### src/fpcfr_pkg.sv
// Constants, types and carriers for the control word and fault reporting.
// Assumes one clock domain shared with the host's instruction sequencer.
package fpcfr_pkg;

	// ----------------------------------------------------------------
	// Control word layout
	// ----------------------------------------------------------------
	localparam int          MASK_LSB     = 0;
	localparam int          MASK_MSB     = 5;
	localparam int          INVALID_BIT  = 0;
	localparam int          PREC_LSB     = 8;
	localparam int          PREC_MSB     = 9;
	localparam int          ROUND_LSB    = 10;
	localparam int          ROUND_MSB    = 11;
	localparam int          RSVD_INF_BIT = 12;
	localparam int          NUM_EXC      = 6;
	localparam logic [15:0] CW_INIT      = 16'h033f;
	localparam logic [15:0] CW_RESET     = 16'h033e;
	localparam logic [5:0]  FLAGS_RESET  = 6'h01;

	// ----------------------------------------------------------------
	// Field encodings
	// ----------------------------------------------------------------
	localparam logic [1:0] PREC_24  = 2'h0;
	localparam logic [1:0] PREC_RSV = 2'h1;
	localparam logic [1:0] PREC_53  = 2'h2;
	localparam logic [1:0] PREC_64  = 2'h3;
	localparam logic [6:0] WIDTH_24 = 7'h18;
	localparam logic [6:0] WIDTH_53 = 7'h35;
	localparam logic [6:0] WIDTH_64 = 7'h40;

	typedef enum logic [1:0] {
		FPCFR_RND_NEAREST,
		FPCFR_RND_DOWN,
		FPCFR_RND_UP,
		FPCFR_RND_CHOP
	} fpcfr_round_e;

	// Instruction classes the host hands over
	typedef enum logic [3:0] {
		FPCFR_OP_INIT,
		FPCFR_OP_NOWAIT_INIT,
		FPCFR_OP_LOAD_CW,
		FPCFR_OP_CLEAR_EXC,
		FPCFR_OP_NOWAIT_CLEAR_EXC,
		FPCFR_OP_NOWAIT_STORE_STATUS,
		FPCFR_OP_NOWAIT_STORE_ENV,
		FPCFR_OP_NOWAIT_SAVE,
		FPCFR_OP_WAIT,
		FPCFR_OP_ARITH_PREC,
		FPCFR_OP_ARITH_ROUND,
		FPCFR_OP_ARITH_NOROUND,
		FPCFR_OP_OTHER
	} fpcfr_op_e;

	// ----------------------------------------------------------------
	// Carriers
	// ----------------------------------------------------------------
	typedef struct packed {
		logic        valid;
		fpcfr_op_e   kind;
		logic [15:0] cw_data;
		logic        seg_fault;
	} fpcfr_req_s;

	typedef struct packed {
		logic        valid;
		logic [5:0]  flags;
	} fpcfr_exc_s;

	typedef struct packed {
		logic         valid;
		fpcfr_op_e    kind;
		logic         round_en;
		fpcfr_round_e round_mode_sel;
		logic [6:0]   sig_width;
	} fpcfr_issue_s;

endpackage : fpcfr_pkg

### src/fpcfr_top.sv
// Control word and fault reporting of the numeric coprocessor.
// Assumes the host sequencer and the arithmetic unit share ref_clk.
//
// What this block does
// - Control word bits 5..0 mask the six numeric exceptions individually.
// - Bit 12 reserved; cleared by reset and init, loadable by control load.
// - Infinity arithmetic is always affine; no projective option exists.
// - Rounding mode comes from bits 11..10: nearest, two directed, chop.
// - Rounding applies only to ops that round their final result.
// - Significand precision comes from bits 9..8, default 64 bits.
// - Precision control applies only to add, sub, div, mul, sqrt.
// - Segment limit fault: vector 13, and the instruction is not executed.
// - Pending unmasked exception traps only on next opcode or wait.
// - Nowait init, clear, store status, store env, save never trap.
// - Unmasked exception sets its flag, error summary, and the fault output.
// - After reset the fault output is asserted: invalid flag set, unmasked.
`timescale 1ns/1ns
`default_nettype none

module fpcfr_top
	import fpcfr_pkg::*;
(
	// Clock and reset
	input  wire  logic                   ref_clk,
	input  wire  logic                   rst_n,
	// Instruction requests from the host
	input  wire  fpcfr_pkg::fpcfr_req_s  req,
	// Exception report from the arithmetic unit
	input  wire  fpcfr_pkg::fpcfr_exc_s  exc,
	// Register and status view
	output logic [15:0]                  arith_control_word_r,
	output logic [5:0]                   exc_flags_r,
	output logic                         error_summary_r,
	output logic                         fault_n_r,
	// Datapath issue and pending-exception trap
	output fpcfr_pkg::fpcfr_issue_s      issue_r,
	output logic                         pend_trap_r
);
	import fpcfr_pkg::*;

	// ----------------------------------------------------------------
	// Request decode
	// ----------------------------------------------------------------
	// The five nowait forms bypass the pending check; all else waits
	wire logic is_nowait;
	wire logic waits;
	wire logic trap_now;
	wire logic accept;
	wire logic do_init;
	wire logic do_load;
	wire logic do_clear;
	wire logic do_numeric;
	assign is_nowait  = (req.kind == FPCFR_OP_NOWAIT_INIT)
		|| (req.kind == FPCFR_OP_NOWAIT_CLEAR_EXC)
		|| (req.kind == FPCFR_OP_NOWAIT_STORE_STATUS)
		|| (req.kind == FPCFR_OP_NOWAIT_STORE_ENV)
		|| (req.kind == FPCFR_OP_NOWAIT_SAVE);
	assign waits      = req.valid && !req.seg_fault && !is_nowait;
	assign trap_now   = waits && error_summary_r;
	assign accept     = req.valid && !req.seg_fault && !trap_now;
	assign do_init    = accept && ((req.kind == FPCFR_OP_INIT)
		|| (req.kind == FPCFR_OP_NOWAIT_INIT));
	assign do_load    = accept && (req.kind == FPCFR_OP_LOAD_CW);
	assign do_clear   = accept && ((req.kind == FPCFR_OP_CLEAR_EXC)
		|| (req.kind == FPCFR_OP_NOWAIT_CLEAR_EXC));
	assign do_numeric = accept && ((req.kind == FPCFR_OP_ARITH_PREC)
		|| (req.kind == FPCFR_OP_ARITH_ROUND)
		|| (req.kind == FPCFR_OP_ARITH_NOROUND)
		|| (req.kind == FPCFR_OP_OTHER));

	// ----------------------------------------------------------------
	// Control word and status next values
	// ----------------------------------------------------------------
	// Bit 12 is stored but never decoded: infinities are always affine
	wire logic [15:0] cw_nxt;
	wire logic [5:0]  unmasked;
	wire logic [5:0]  flags_nxt;
	wire logic        es_nxt;
	assign cw_nxt    = do_init ? CW_INIT
		: do_load ? req.cw_data : arith_control_word_r;
	assign unmasked  = exc.valid ? (exc.flags
		& ~arith_control_word_r[MASK_MSB:MASK_LSB]) : 6'h00;
	// Set wins over clear: a report in a clearing cycle survives
	assign flags_nxt = ((do_init || do_clear) ? 6'h00 : exc_flags_r)
		| unmasked;
	assign es_nxt    = ((do_init || do_clear) ? 1'b0 : error_summary_r)
		|| (unmasked != 6'h00);

	// ----------------------------------------------------------------
	// Rounding and precision decode for the issued op
	// ----------------------------------------------------------------
	wire logic [1:0]   prec_fld;
	wire logic [6:0]   prec_width;
	wire fpcfr_issue_s issue_nxt;
	assign prec_fld   = arith_control_word_r[PREC_MSB:PREC_LSB];
	// Reserved code falls back to full width rather than guessing
	assign prec_width = (prec_fld == PREC_24) ? WIDTH_24
		: (prec_fld == PREC_53) ? WIDTH_53 : WIDTH_64;
	assign issue_nxt.valid          = do_numeric;
	assign issue_nxt.kind           = req.kind;
	assign issue_nxt.round_en       = do_numeric
		&& ((req.kind == FPCFR_OP_ARITH_PREC)
		|| (req.kind == FPCFR_OP_ARITH_ROUND));
	assign issue_nxt.round_mode_sel = fpcfr_round_e'(
		arith_control_word_r[ROUND_MSB:ROUND_LSB]);
	assign issue_nxt.sig_width      = (req.kind == FPCFR_OP_ARITH_PREC)
		? prec_width : WIDTH_64;

	// ----------------------------------------------------------------
	// State registers
	// ----------------------------------------------------------------
	// Reset announces presence: invalid flag set and its mask clear
	always_ff @(posedge ref_clk or negedge rst_n) begin
		if (!rst_n) begin
			arith_control_word_r <= CW_RESET;
			exc_flags_r          <= FLAGS_RESET;
			error_summary_r      <= 1'b1;
			fault_n_r            <= 1'b0;
		end else begin
			arith_control_word_r <= cw_nxt;
			exc_flags_r          <= flags_nxt;
			error_summary_r      <= es_nxt;
			fault_n_r            <= !es_nxt;
		end
	end

	// Issue and trap pulses, one cycle each
	always_ff @(posedge ref_clk or negedge rst_n) begin
		if (!rst_n) begin
			issue_r     <= '0;
			pend_trap_r <= 1'b0;
		end else begin
			issue_r     <= issue_nxt;
			pend_trap_r <= trap_now;
		end
	end
endmodule : fpcfr_top

`default_nettype wire

### config.mk
export PLATFORM = sky130hd
export DESIGN_NAME = fpcfr_top
export DESIGN_NICKNAME = d
export VERILOG_FILES = /design/src/fpcfr_pkg.sv /design/src/fpcfr_top.sv
export SDC_FILE = /design/constraint.sdc
export NUM_CORES = 1
export LEC_CHECK = 0
export BUFFER_PORTS_ARGS = -buffer_cell sky130_fd_sc_hd__buf_4
export CAP_MARGIN = 25
export CORE_ASPECT_RATIO = 2
export CORE_UTILIZATION = 48
export DETAILED_ROUTE_END_ITERATION = 10
export PLACE_DENSITY = 0.8
export SLEW_MARGIN = 20
export SYNTH_ARGS = -nofsm -noshare
export SYNTH_HDL_FRONTEND = slang
export SYNTH_SLANG_ARGS = --single-unit
### constraint.sdc
create_clock -name ref_clk -period 4.3 [get_ports ref_clk]
set_clock_uncertainty 0.2 [all_clocks]
set_input_delay 0.645 -clock ref_clk [delete_from_list [all_inputs] [get_ports ref_clk]]
set_output_delay 0.645 -clock ref_clk [all_outputs]
set_load 0.01 [all_outputs]
Yosys cells after proc, flatten, opt, wreduce, memory -nomap -nowiden. Cells that the tools add are included.

RAM bits: 0. Output and inout bits: 40. Memories: 0. Latch bits: 0. Bits in registers: 40. Logic and storage cells: 61. ROM bits: 0. Input bits: 31.

Div/mod/pow operators: 0. $add $sub $neg: 0. Multipliers: 0. Bitwise logic cells: 3. Muxes and demuxes: 8. Eq/ne operators: 12. Shift operators: 0. Reductions and logical operators: 28. $lt $le $gt $ge: 0.

Operators with widths (number): $mux 16 (2); $mux 7 (3); $eq 4x3->1 const B (4); $eq 4x4->1 const B (4); $mux 6 (2); $logic_or 1x1->1 (11); $logic_and 1x1->1 (9); $eq 4x2->1 const B (2); $and 6x6->6 (1); $not 6->6 (1); $or 6x6->6 (1); $reduce_bool 6->1 (1); $eq 4x1->1 const B (1); $logic_not 1->1 (4); $logic_not 4->1 (1); $eq 2x2->1 const B (1); $logic_not 2->1 (1); $reduce_bool 2->1 (1); $mux 1 (1).

Longest topological paths before layout. Gate-level depths: netlist (run 1).

Depth in word-level cells: 15. Gate-level depth with buffers: 5. Gate-level depth less buffers: 4.

Worst setup path before layout (run 1). OpenSTA, ideal clock, no wires.

Path type: input-to-reg. From: input port req[19] (netlist name). To: register exc_flags_r[1]. Library setup time: 0.121 ns. Arrival: 1.396 ns. Setup slack: 2.583 ns. Data required time: 3.979 ns. Stages: 5. Buffers on the path: 1. Cell sequence: buf_2 > nor3b_1 > a21oi_1 > nand3_2 > a22o_1.

Longest elaborated chain between the ends: 14. Elaborated cells between the ends (all ways): 23. Classes of those cells: eq/ne: 6; mux: 1; bitwise: 1; reduce/logical: 15.

RTL lines: start: declaration (line fpcfr_top.sv:27) `input wire fpcfr_pkg::fpcfr_req_s req,`; $eq 4x1->1 / $eq 4x3->1 (equally long branches); $logic_or 1x1->1 (line fpcfr_top.sv:54) `|| (req.kind == FPCFR_OP_NOWAIT_CLEAR_EXC)`; $logic_or 1x1->1 (line fpcfr_top.sv:55) `|| (req.kind == FPCFR_OP_NOWAIT_STORE_STATUS)`; $logic_or 1x1->1 (line fpcfr_top.sv:56) `|| (req.kind == FPCFR_OP_NOWAIT_STORE_ENV)`; $logic_or 1x1->1 (line fpcfr_top.sv:57) `|| (req.kind == FPCFR_OP_NOWAIT_SAVE);`; $logic_not 1->1 (line fpcfr_top.sv:58) `assign waits = req.valid && !req.seg_fault && !is_nowait;`; $logic_and 1x1->1 (line fpcfr_top.sv:58); $logic_and 1x1->1 (line fpcfr_top.sv:59) `assign trap_now = waits && error_summary_r;`; $logic_not 1->1 (line fpcfr_top.sv:60) `assign accept = req.valid && !req.seg_fault && !trap_now;`; $logic_and 1x1->1 (line fpcfr_top.sv:60); $logic_and 1x1->1 (on tied branches) (line fpcfr_top.sv:61, fpcfr_top.sv:64); $logic_or 1x1->1 (*) (line fpcfr_top.sv:84) `assign flags_nxt = ((do_init || do_clear) ? 6'h00 : exc_flags_r)`; $mux 6 (*) (line fpcfr_top.sv:84); $or 6x6->6 (*) (line fpcfr_top.sv:85) `| unmasked;`; via flags_nxt[1] (line fpcfr_top.sv:77) `wire logic [5:0] flags_nxt;`; end signal: assignment (line fpcfr_top.sv:121) `exc_flags_r <= flags_nxt;`; end: declaration (line fpcfr_top.sv:32) `output logic [5:0] exc_flags_r,`.

Mark *: on every way through the listed nets, which the timed path passes. The rest lies on a longest branch. A chain may end at the register's enable or synchronous reset.

Worst setup path in the final report (run 1).
From: register error_summary_r. To: output port error_summary_r.

RTL lines: start: declaration (line fpcfr_top.sv:33) `output logic error_summary_r,`; start signal: assignment (line fpcfr_top.sv:122) `error_summary_r <= es_nxt;`.

No word-level cell between the ends.

==> summary.txt, run 1 <==
Run status
  • Status: complete, no violations

Route
  • Vias per cell: 5.50
  • WL per Instance: 15.9 µm
  • DR pass1 iterations: 4
  • Highest metal used: met4
  • Met2 Routed Length: 1.95 mm
  • Iteration-0 DRC count of the detailed router: 18
  • Routed Antenna Nets: 0
  • DRC viols: 0
  • Routed wire length: 3.27 mm
  • Met3 wire length: 198 µm
  • Vias: 1132
  • Metal-1 WL: 1.07 mm

Synthesis
  • Top post-synthesis cells by area: dfrtp_1, dfstp_2, a22o_1, o22a_1, buf_4
  • Largest family of logic cells by synthesized area: compound AO/OA/AOI/OAI gates
  • Synth Area in Simple Gates: 0.115
  • Yosys warns: 0
  • Post-synthesis average cell area: 13.3 µm²
  • Netlist cell types: 30
  • Top cell type's share of synthesized area: 0.488
  • Post-synthesis xor/xnor area fraction: 0.0122
  • Syn nets: 139
  • Multiplexer share of the synthesized area: 0
  • Area of the mapped netlist: 1440 µm²
  • Synth Register Bits: 37
  • Sequential fraction of the synthesis area: 0.653
  • Post-synthesis compound-gate area fraction: 0.172
  • Synth Area in Adders: 0
  • Syn Inst Count: 108
  • Post-synth top area cell: dfrtp_1

Worst setup path
  • Crit-path leading delay family: flip-flops
  • Cells on worst reg2reg path: 3
  • Slowest stage cell, crit path: dfstp_2
  • Buf/Inv on CP: 1
  • Setup crit end: error_summary_r
  • Crit-path cells: buf_4
  • Register-to-register setup slack: 2.71 ns
  • Crit path DAT: 1.04 ns
  • Slowest cell delay on critical path: 0.61 ns
  • WP depth: 1
  • Worst-path maximum fanout: 8
  • Startpoint Class: register
  • Critical path type: reg2out
  • Critical R2R Capture: arith_control_word_r[11]
  • R2r startpoint: error_summary_r
  • CP Launch Point: error_summary_r
  • Critical path required time: 3.45 ns
  • CP endpoint kind: output port

Timing
  • Final setup margin: 2.42 ns
  • Final setup viols: 0
  • Slew Limit Fails: 0
  • Unrepaired setup endpoints after global routing: no
  • Fin crit period: 1.88 ns
  • Max Clk Rate: 0.531 GHz
  • Worst hold slack: 0.108 ns
  • Setup TNS: 0 ns
  • Final hold violation count: 0
  • Tcrit/Tclk final: 0.438

Layout
  • ANT cells: 0
  • Share of layout cells above drive strength 1: 0.508
  • Final core utilization: 0.720
  • Fin area: 2020 µm²
  • # nets final: 207
  • Synth-to-Final Area Change: 40.6%
  • Fill cell count: 220
  • Final Instance Count excl. Fillers: 206

GRT
  • Initial antenna violation count: 0
  • Total gr overflow: 0
  • Vias in the first global route: 1153
  • Total GRT Usage: 0.234
  • First-pass GRT wire length: 5.15 mm
  • Largest net degree at the start of global routing: 38

Power and ir drop
  • Leakage: 1.01 nW
  • Pwr/cell area: 385 nW/µm²
  • Max rail drop VDD: 0.000259 V
  • Total power: 0.777 mW

Place
  • Placed Instances: 198
  • DP HPWL: 2.59 mm
  • Port bufs: 69
  • Gp weighted congestion: 0.782
  • Setup WS pre-CTS: 2.32 ns
  • Post-DP Area: 1940 µm²

Floorplanning
  • Initial Utilization: 0.512
  • Die area: 3230 µm²
  • Die width: 40.7 µm
  • Std-Cell Rows: 27
  • Core area: 2800 µm²
  • Die Span Y: 79.3 µm
  • Ports: 71

CTS
  • Clock Pin Slew Worst Setup and Hold Paths: 0.07 ns
  • Post-CTS sizing: 0
  • Worst-Skew Late Latency: 0.28 ns
  • Clk sinks: 37
  • Cts bufs inserted: 5
  • Post-CTS setup repair buffer count: 0
  • Post-CTS Hold Buffers: 0
  • CTS root buf: clkbuf_8
  • CTS tree: yes
  • H-tree Lvls: 2
  • Clk buf depth: 2

Hold path
  • HP Class: in2async

Flow run
  • Max Cap Violations: 0
how the worst min path moves through the flow:
stage / to / slack (ns) / cells after the start
final: issue_r[9] / 0.11 / 1
after global routing: issue_r[9] / 0.14 / 1
after CTS: pend_trap_r / 0.12 / 1
after detailed placement: issue_r[8] / 0.22 / 0
after global placement: issue_r[8] / 0.21 / 0
after floorplan: arith_control_word_r[0] / 0.15 / 0
synthesized netlist by cell type (all sizes together):
master   instances
dfrtp           28
a22o            15
nor2            10
dfstp            9
buf              8
nor2b            7
o22a             7
inv              3
nand3            3
nor3             2
o21ai            2
a21oi            1
a22oi            1
a2bb2oi          1
and3             1
conb             1
nand2            1
nand2b           1
nand3b           1
nor3b            1
nor4             1
o211a            1
o21a             1
xnor2            1
xor2             1
layout make-up:
cell class	instances	area [µm²]	share of cell area
inverter	3	11.3	0.00558
timing repair buffer	69	518	0.257
clock buffer	6	72.6	0.0360
clock inverter	2	10.0	0.00496
multi-input combinational	60	433	0.215
sequential	37	937	0.464
tap	29	36.3	0.0180
logic make-up (layout without fill, tap and decap cells):
logic type / Yosys count / count (layout)
buffers and inverters: 11 / 80
flip-flops: 37 / 37
XOR/XNOR: 2 / 2
other: 1 / 1
AND/OR/NAND/NOR: 28 / 28
AO/OA/AOI/OAI: 29 / 29
registers in the layout, indices dropped and copies added, names as in the netlist:
signal / cells
arith_control_word_r: 16
issue_r: 12
exc_flags_r: 6
error_summary_r: 1
fault_n_r: 1
pend_trap_r: 1
metal layers:
layer,global-route usage,vias to the layer above
met5,0,-
met4,0.0800,0
met1,0.236,554
met3,0.0531,5
li1,-,517
met2,0.424,56
cells in the final DEF, fill, tap and decap left out, drive strengths merged, types with 2 or more instances in the layout:
cell type,count
dfstp,9
nor2b,7
clkbuf,6
nor2,10
buf,69
o22a,7
o21ai,2
nand3,3
a22o,15
inv,3
clkinv,2
dfrtp,28
nor3,2
where the power goes:
part           leakage [nW]  switching (mW)  total (mW)  internal (mW)
Sequential            0.446          0.0228       0.412          0.389
Combinational         0.515          0.0619       0.141         0.0788
Clock                0.0450           0.112       0.224          0.112
Total                  1.01           0.197       0.777          0.580
No activity file was read; power rests on OpenSTA's default activity.
==> run 2, diff against run 1 <==
Settings changed: CORE_UTILIZATION 48 to 44, PLACE_DENSITY 0.8 to 0.74.
Clock period 4.3 ns to 1.85 ns, I/O delays scaled along.
==> run 2 against run 1 <==
Setup slack got worse by 2.3 ns. Global-route usage fell by 3.2 points. Sequential power up 130%. Non-clock buffer count is 5 higher. Hold slack got worse by 0.089 ns. First-iteration DRC count down 61%. Power rose by 130%. Combinational power is 140% higher. Core utilization shrank 5.5 points. Largest cell class unchanged.
==> summary.txt, run 2 (synthesis results as in run 1) <==
Run status
  • Status: complete, no violations

Timing
  • Tcrit/Tclk final: 0.945
  • Setup TNS: 0 ns (unchanged)
  • Fin crit period: 1.75 ns
  • Max Clk Rate: 0.572 GHz
  • Final setup margin: 0.101 ns (-2.32 ns)
  • Unrepaired setup endpoints after global routing: no
  • Final setup viols: 0 (unchanged)
  • Slew Limit Fails: 0 (unchanged)
  • Final hold violation count: 0 (unchanged)

Place
  • Setup WS pre-CTS: 0.209 ns (-2.11 ns)
  • Port bufs: 69 (unchanged)
  • DP HPWL: 2.48 mm (-4.5%)
  • Gp weighted congestion: 0.767 (-2.0%)
  • Placed Instances: 200 (+1.0%)

CTS
  • CTS tree: yes
  • CTS root buf: clkbuf_8
  • Clk sinks: 37 (unchanged)
  • Clk buf depth: 2 (unchanged)
  • Worst-Skew Late Latency: 0.28 ns (about the same)
  • Cts bufs inserted: 5 (unchanged)
  • Clock Pin Slew Worst Setup and Hold Paths: 0.07 ns (about the same)
  • H-tree Lvls: 2 (unchanged)

Floorplanning
  • Die Span Y: 82.8 µm (+4.3%)
  • Initial Utilization: 0.460 (-0.0519)
  • Die width: 42.4 µm (+4.2%)
  • Ports: 71 (unchanged)
  • Core area: 3120 µm² (+11%)
  • Std-Cell Rows: 29 (+7.4%)
  • Die area: 3510 µm² (+8.7%)

GRT
  • Total GRT Usage: 0.202 (-0.0317)
  • Largest net degree at the start of global routing: 38 (unchanged)
  • First-pass GRT wire length: 5.29 mm (+2.7%)
  • Initial antenna violation count: 0 (unchanged)
  • Total gr overflow: 0 (unchanged)
  • Vias in the first global route: 1231 (+6.8%)

Worst setup path
  • Worst-path maximum fanout: 8 (unchanged)
  • Critical path required time: 1.82 ns (-1.63 ns)
  • CP endpoint kind: register
  • Critical path type: in2reg
  • Crit path DAT: 1.72 ns (+0.68 ns)
  • Startpoint Class: primary input

Power and ir drop
  • Sw Ratio: 0.252 (-0.00140)
  • Comb pwr share: 0.184 (+0.003)
  • Switch Pwr: 0.456 mW (+130%)
  • Clk pwr share: 0.289 (about the same)
  • Internal Pwr Total: 1.35 mW (+130%)
  • Max rail drop VDD: 0.000724 V (+180%)
  • Sequential cell fraction of total power: 0.527 (-0.003)
  • Total power: 1.81 mW (+130%)
  • Pwr/cell area: 873 nW/µm² (+130%)
  • Leakage: 1.03 nW (+2.0%)

Layout
  • Most common cell after layout, fill and taps aside: buf_4
  • Top flop regs: arith_control_word_r x16, issue_r x12, exc_flags_r x6
  • Commonest non-fill, non-tap cells in the layout: buf_4, dfrtp_1, a22o_1
  • ANT cells: 0 (unchanged)
  • Synth-to-Final Area Change: 44.6%
  • # nets final: 212 (+2.4%)
  • Final Instance Count excl. Fillers: 213 (+3.4%)
  • Max reg flops: 16 (unchanged)
  • Share of layout cells above drive strength 1: 0.505 (-0.00298)
  • Fill cell count: 276 (+25%)
  • Biggest register: arith_control_word_r

Hold path
  • HP Class: in2reg

Route
  • Iteration-0 DRC count of the detailed router: 7 (-11)
  • DR pass1 iterations: 3 (-1)
  • WL per Instance: 15.2 µm (-4.4%)
  • Routed wire length: 3.23 mm (-1.2%)
  • Vias per cell: 5.29 (-3.8%)
  • Vias: 1126 (-0.53%)
  • DRC viols: 0 (unchanged)
  • Routed Antenna Nets: 0 (unchanged)

Flow run
  • Max Cap Violations: 0 (unchanged)
-- run 2: cell types whose count changed in the layout (fill, tap and decap cells not counted), sizes merged --
cell         change
dlygate4sd3      +5
-- run 2: path summary, 6_finish.rpt --
check                                          from                        to  slack (ns)  cells past startpoint
max                                         req[19]   arith_control_word_r[0]        0.10                      5
min                                         req[11]  arith_control_word_r[10]        0.02                      2
max reg2reg                         error_summary_r   arith_control_word_r[7]        0.29                      3
min reg2reg                arith_control_word_r[11]                issue_r[8]        0.22                      0
max in group asynchronous                     rst_n   arith_control_word_r[5]        0.81                      2
min in group asynchronous                     rst_n   arith_control_word_r[7]        0.29                      2
-- run 2: repair_timing --
action	4_1_cts	5_1_grt
setup endpoints to repair	0	9
gates resized for setup	0	2
setup buffers	0	0
endpoints found under the hold margin	32	0
hold buffers	5	0
-- run 2: cell type report --
| type | instances | area [µm²] | share of cell area |
|---|---|---|---|
| Inverter | 3 | 11.3 | 0.00543 |
| Multi-Input combinational cell | 60 | 437 | 0.210 |
| Sequential cell | 37 | 937 | 0.452 |
| Clock inverter | 2 | 10.0 | 0.00483 |
| Timing Repair Buffer | 74 | 568 | 0.274 |
| Tap cell | 31 | 38.8 | 0.0187 |
| Clock buffer | 6 | 72.6 | 0.0350 |
-- run 2: routing by layer --
metal / vias up / track usage / wire, µm
li1: 524 / - / -
met1: 544 / 0.203 / 1110
met2: 54 / 0.382 / 1830
met3: 4 / 0.0674 / 260
met4: 0 / 0.0656 / 39
met5: - / 0 / 0
-- run 2: critical path, stage by stage --
cell	delay [ns]
dlygate4sd3_1	0.53
buf_4	0.17
nor3_4	0.24
nand3_2	0.23
o22a_1	0.26
-- run 2: power by group through the flow --
stage          Sequential (mW)  Combinational (mW)  Clock, mW
5_1_grt                  0.963               0.361      0.573
3_5_place_dp             0.967               0.331          0
2_1_floorplan            0.993               0.106          0
3_3_place_gp             0.966               0.324          0
4_1_cts                  0.954               0.339      0.541
6_report                 0.955               0.333      0.523
-- run 2: stage by stage --
step	util	cell area, µm²	hold slack [ns]
4_1_cts	0.664	2070	0.0106
3_3_place_gp	0.621	1940	0.0512
3_5_place_dp	0.621	1940	0.0581
6_report	0.665	2070	0.0191
2_1_floorplan	-	1440	-0.218
5_1_grt	0.665	2070	0.0124
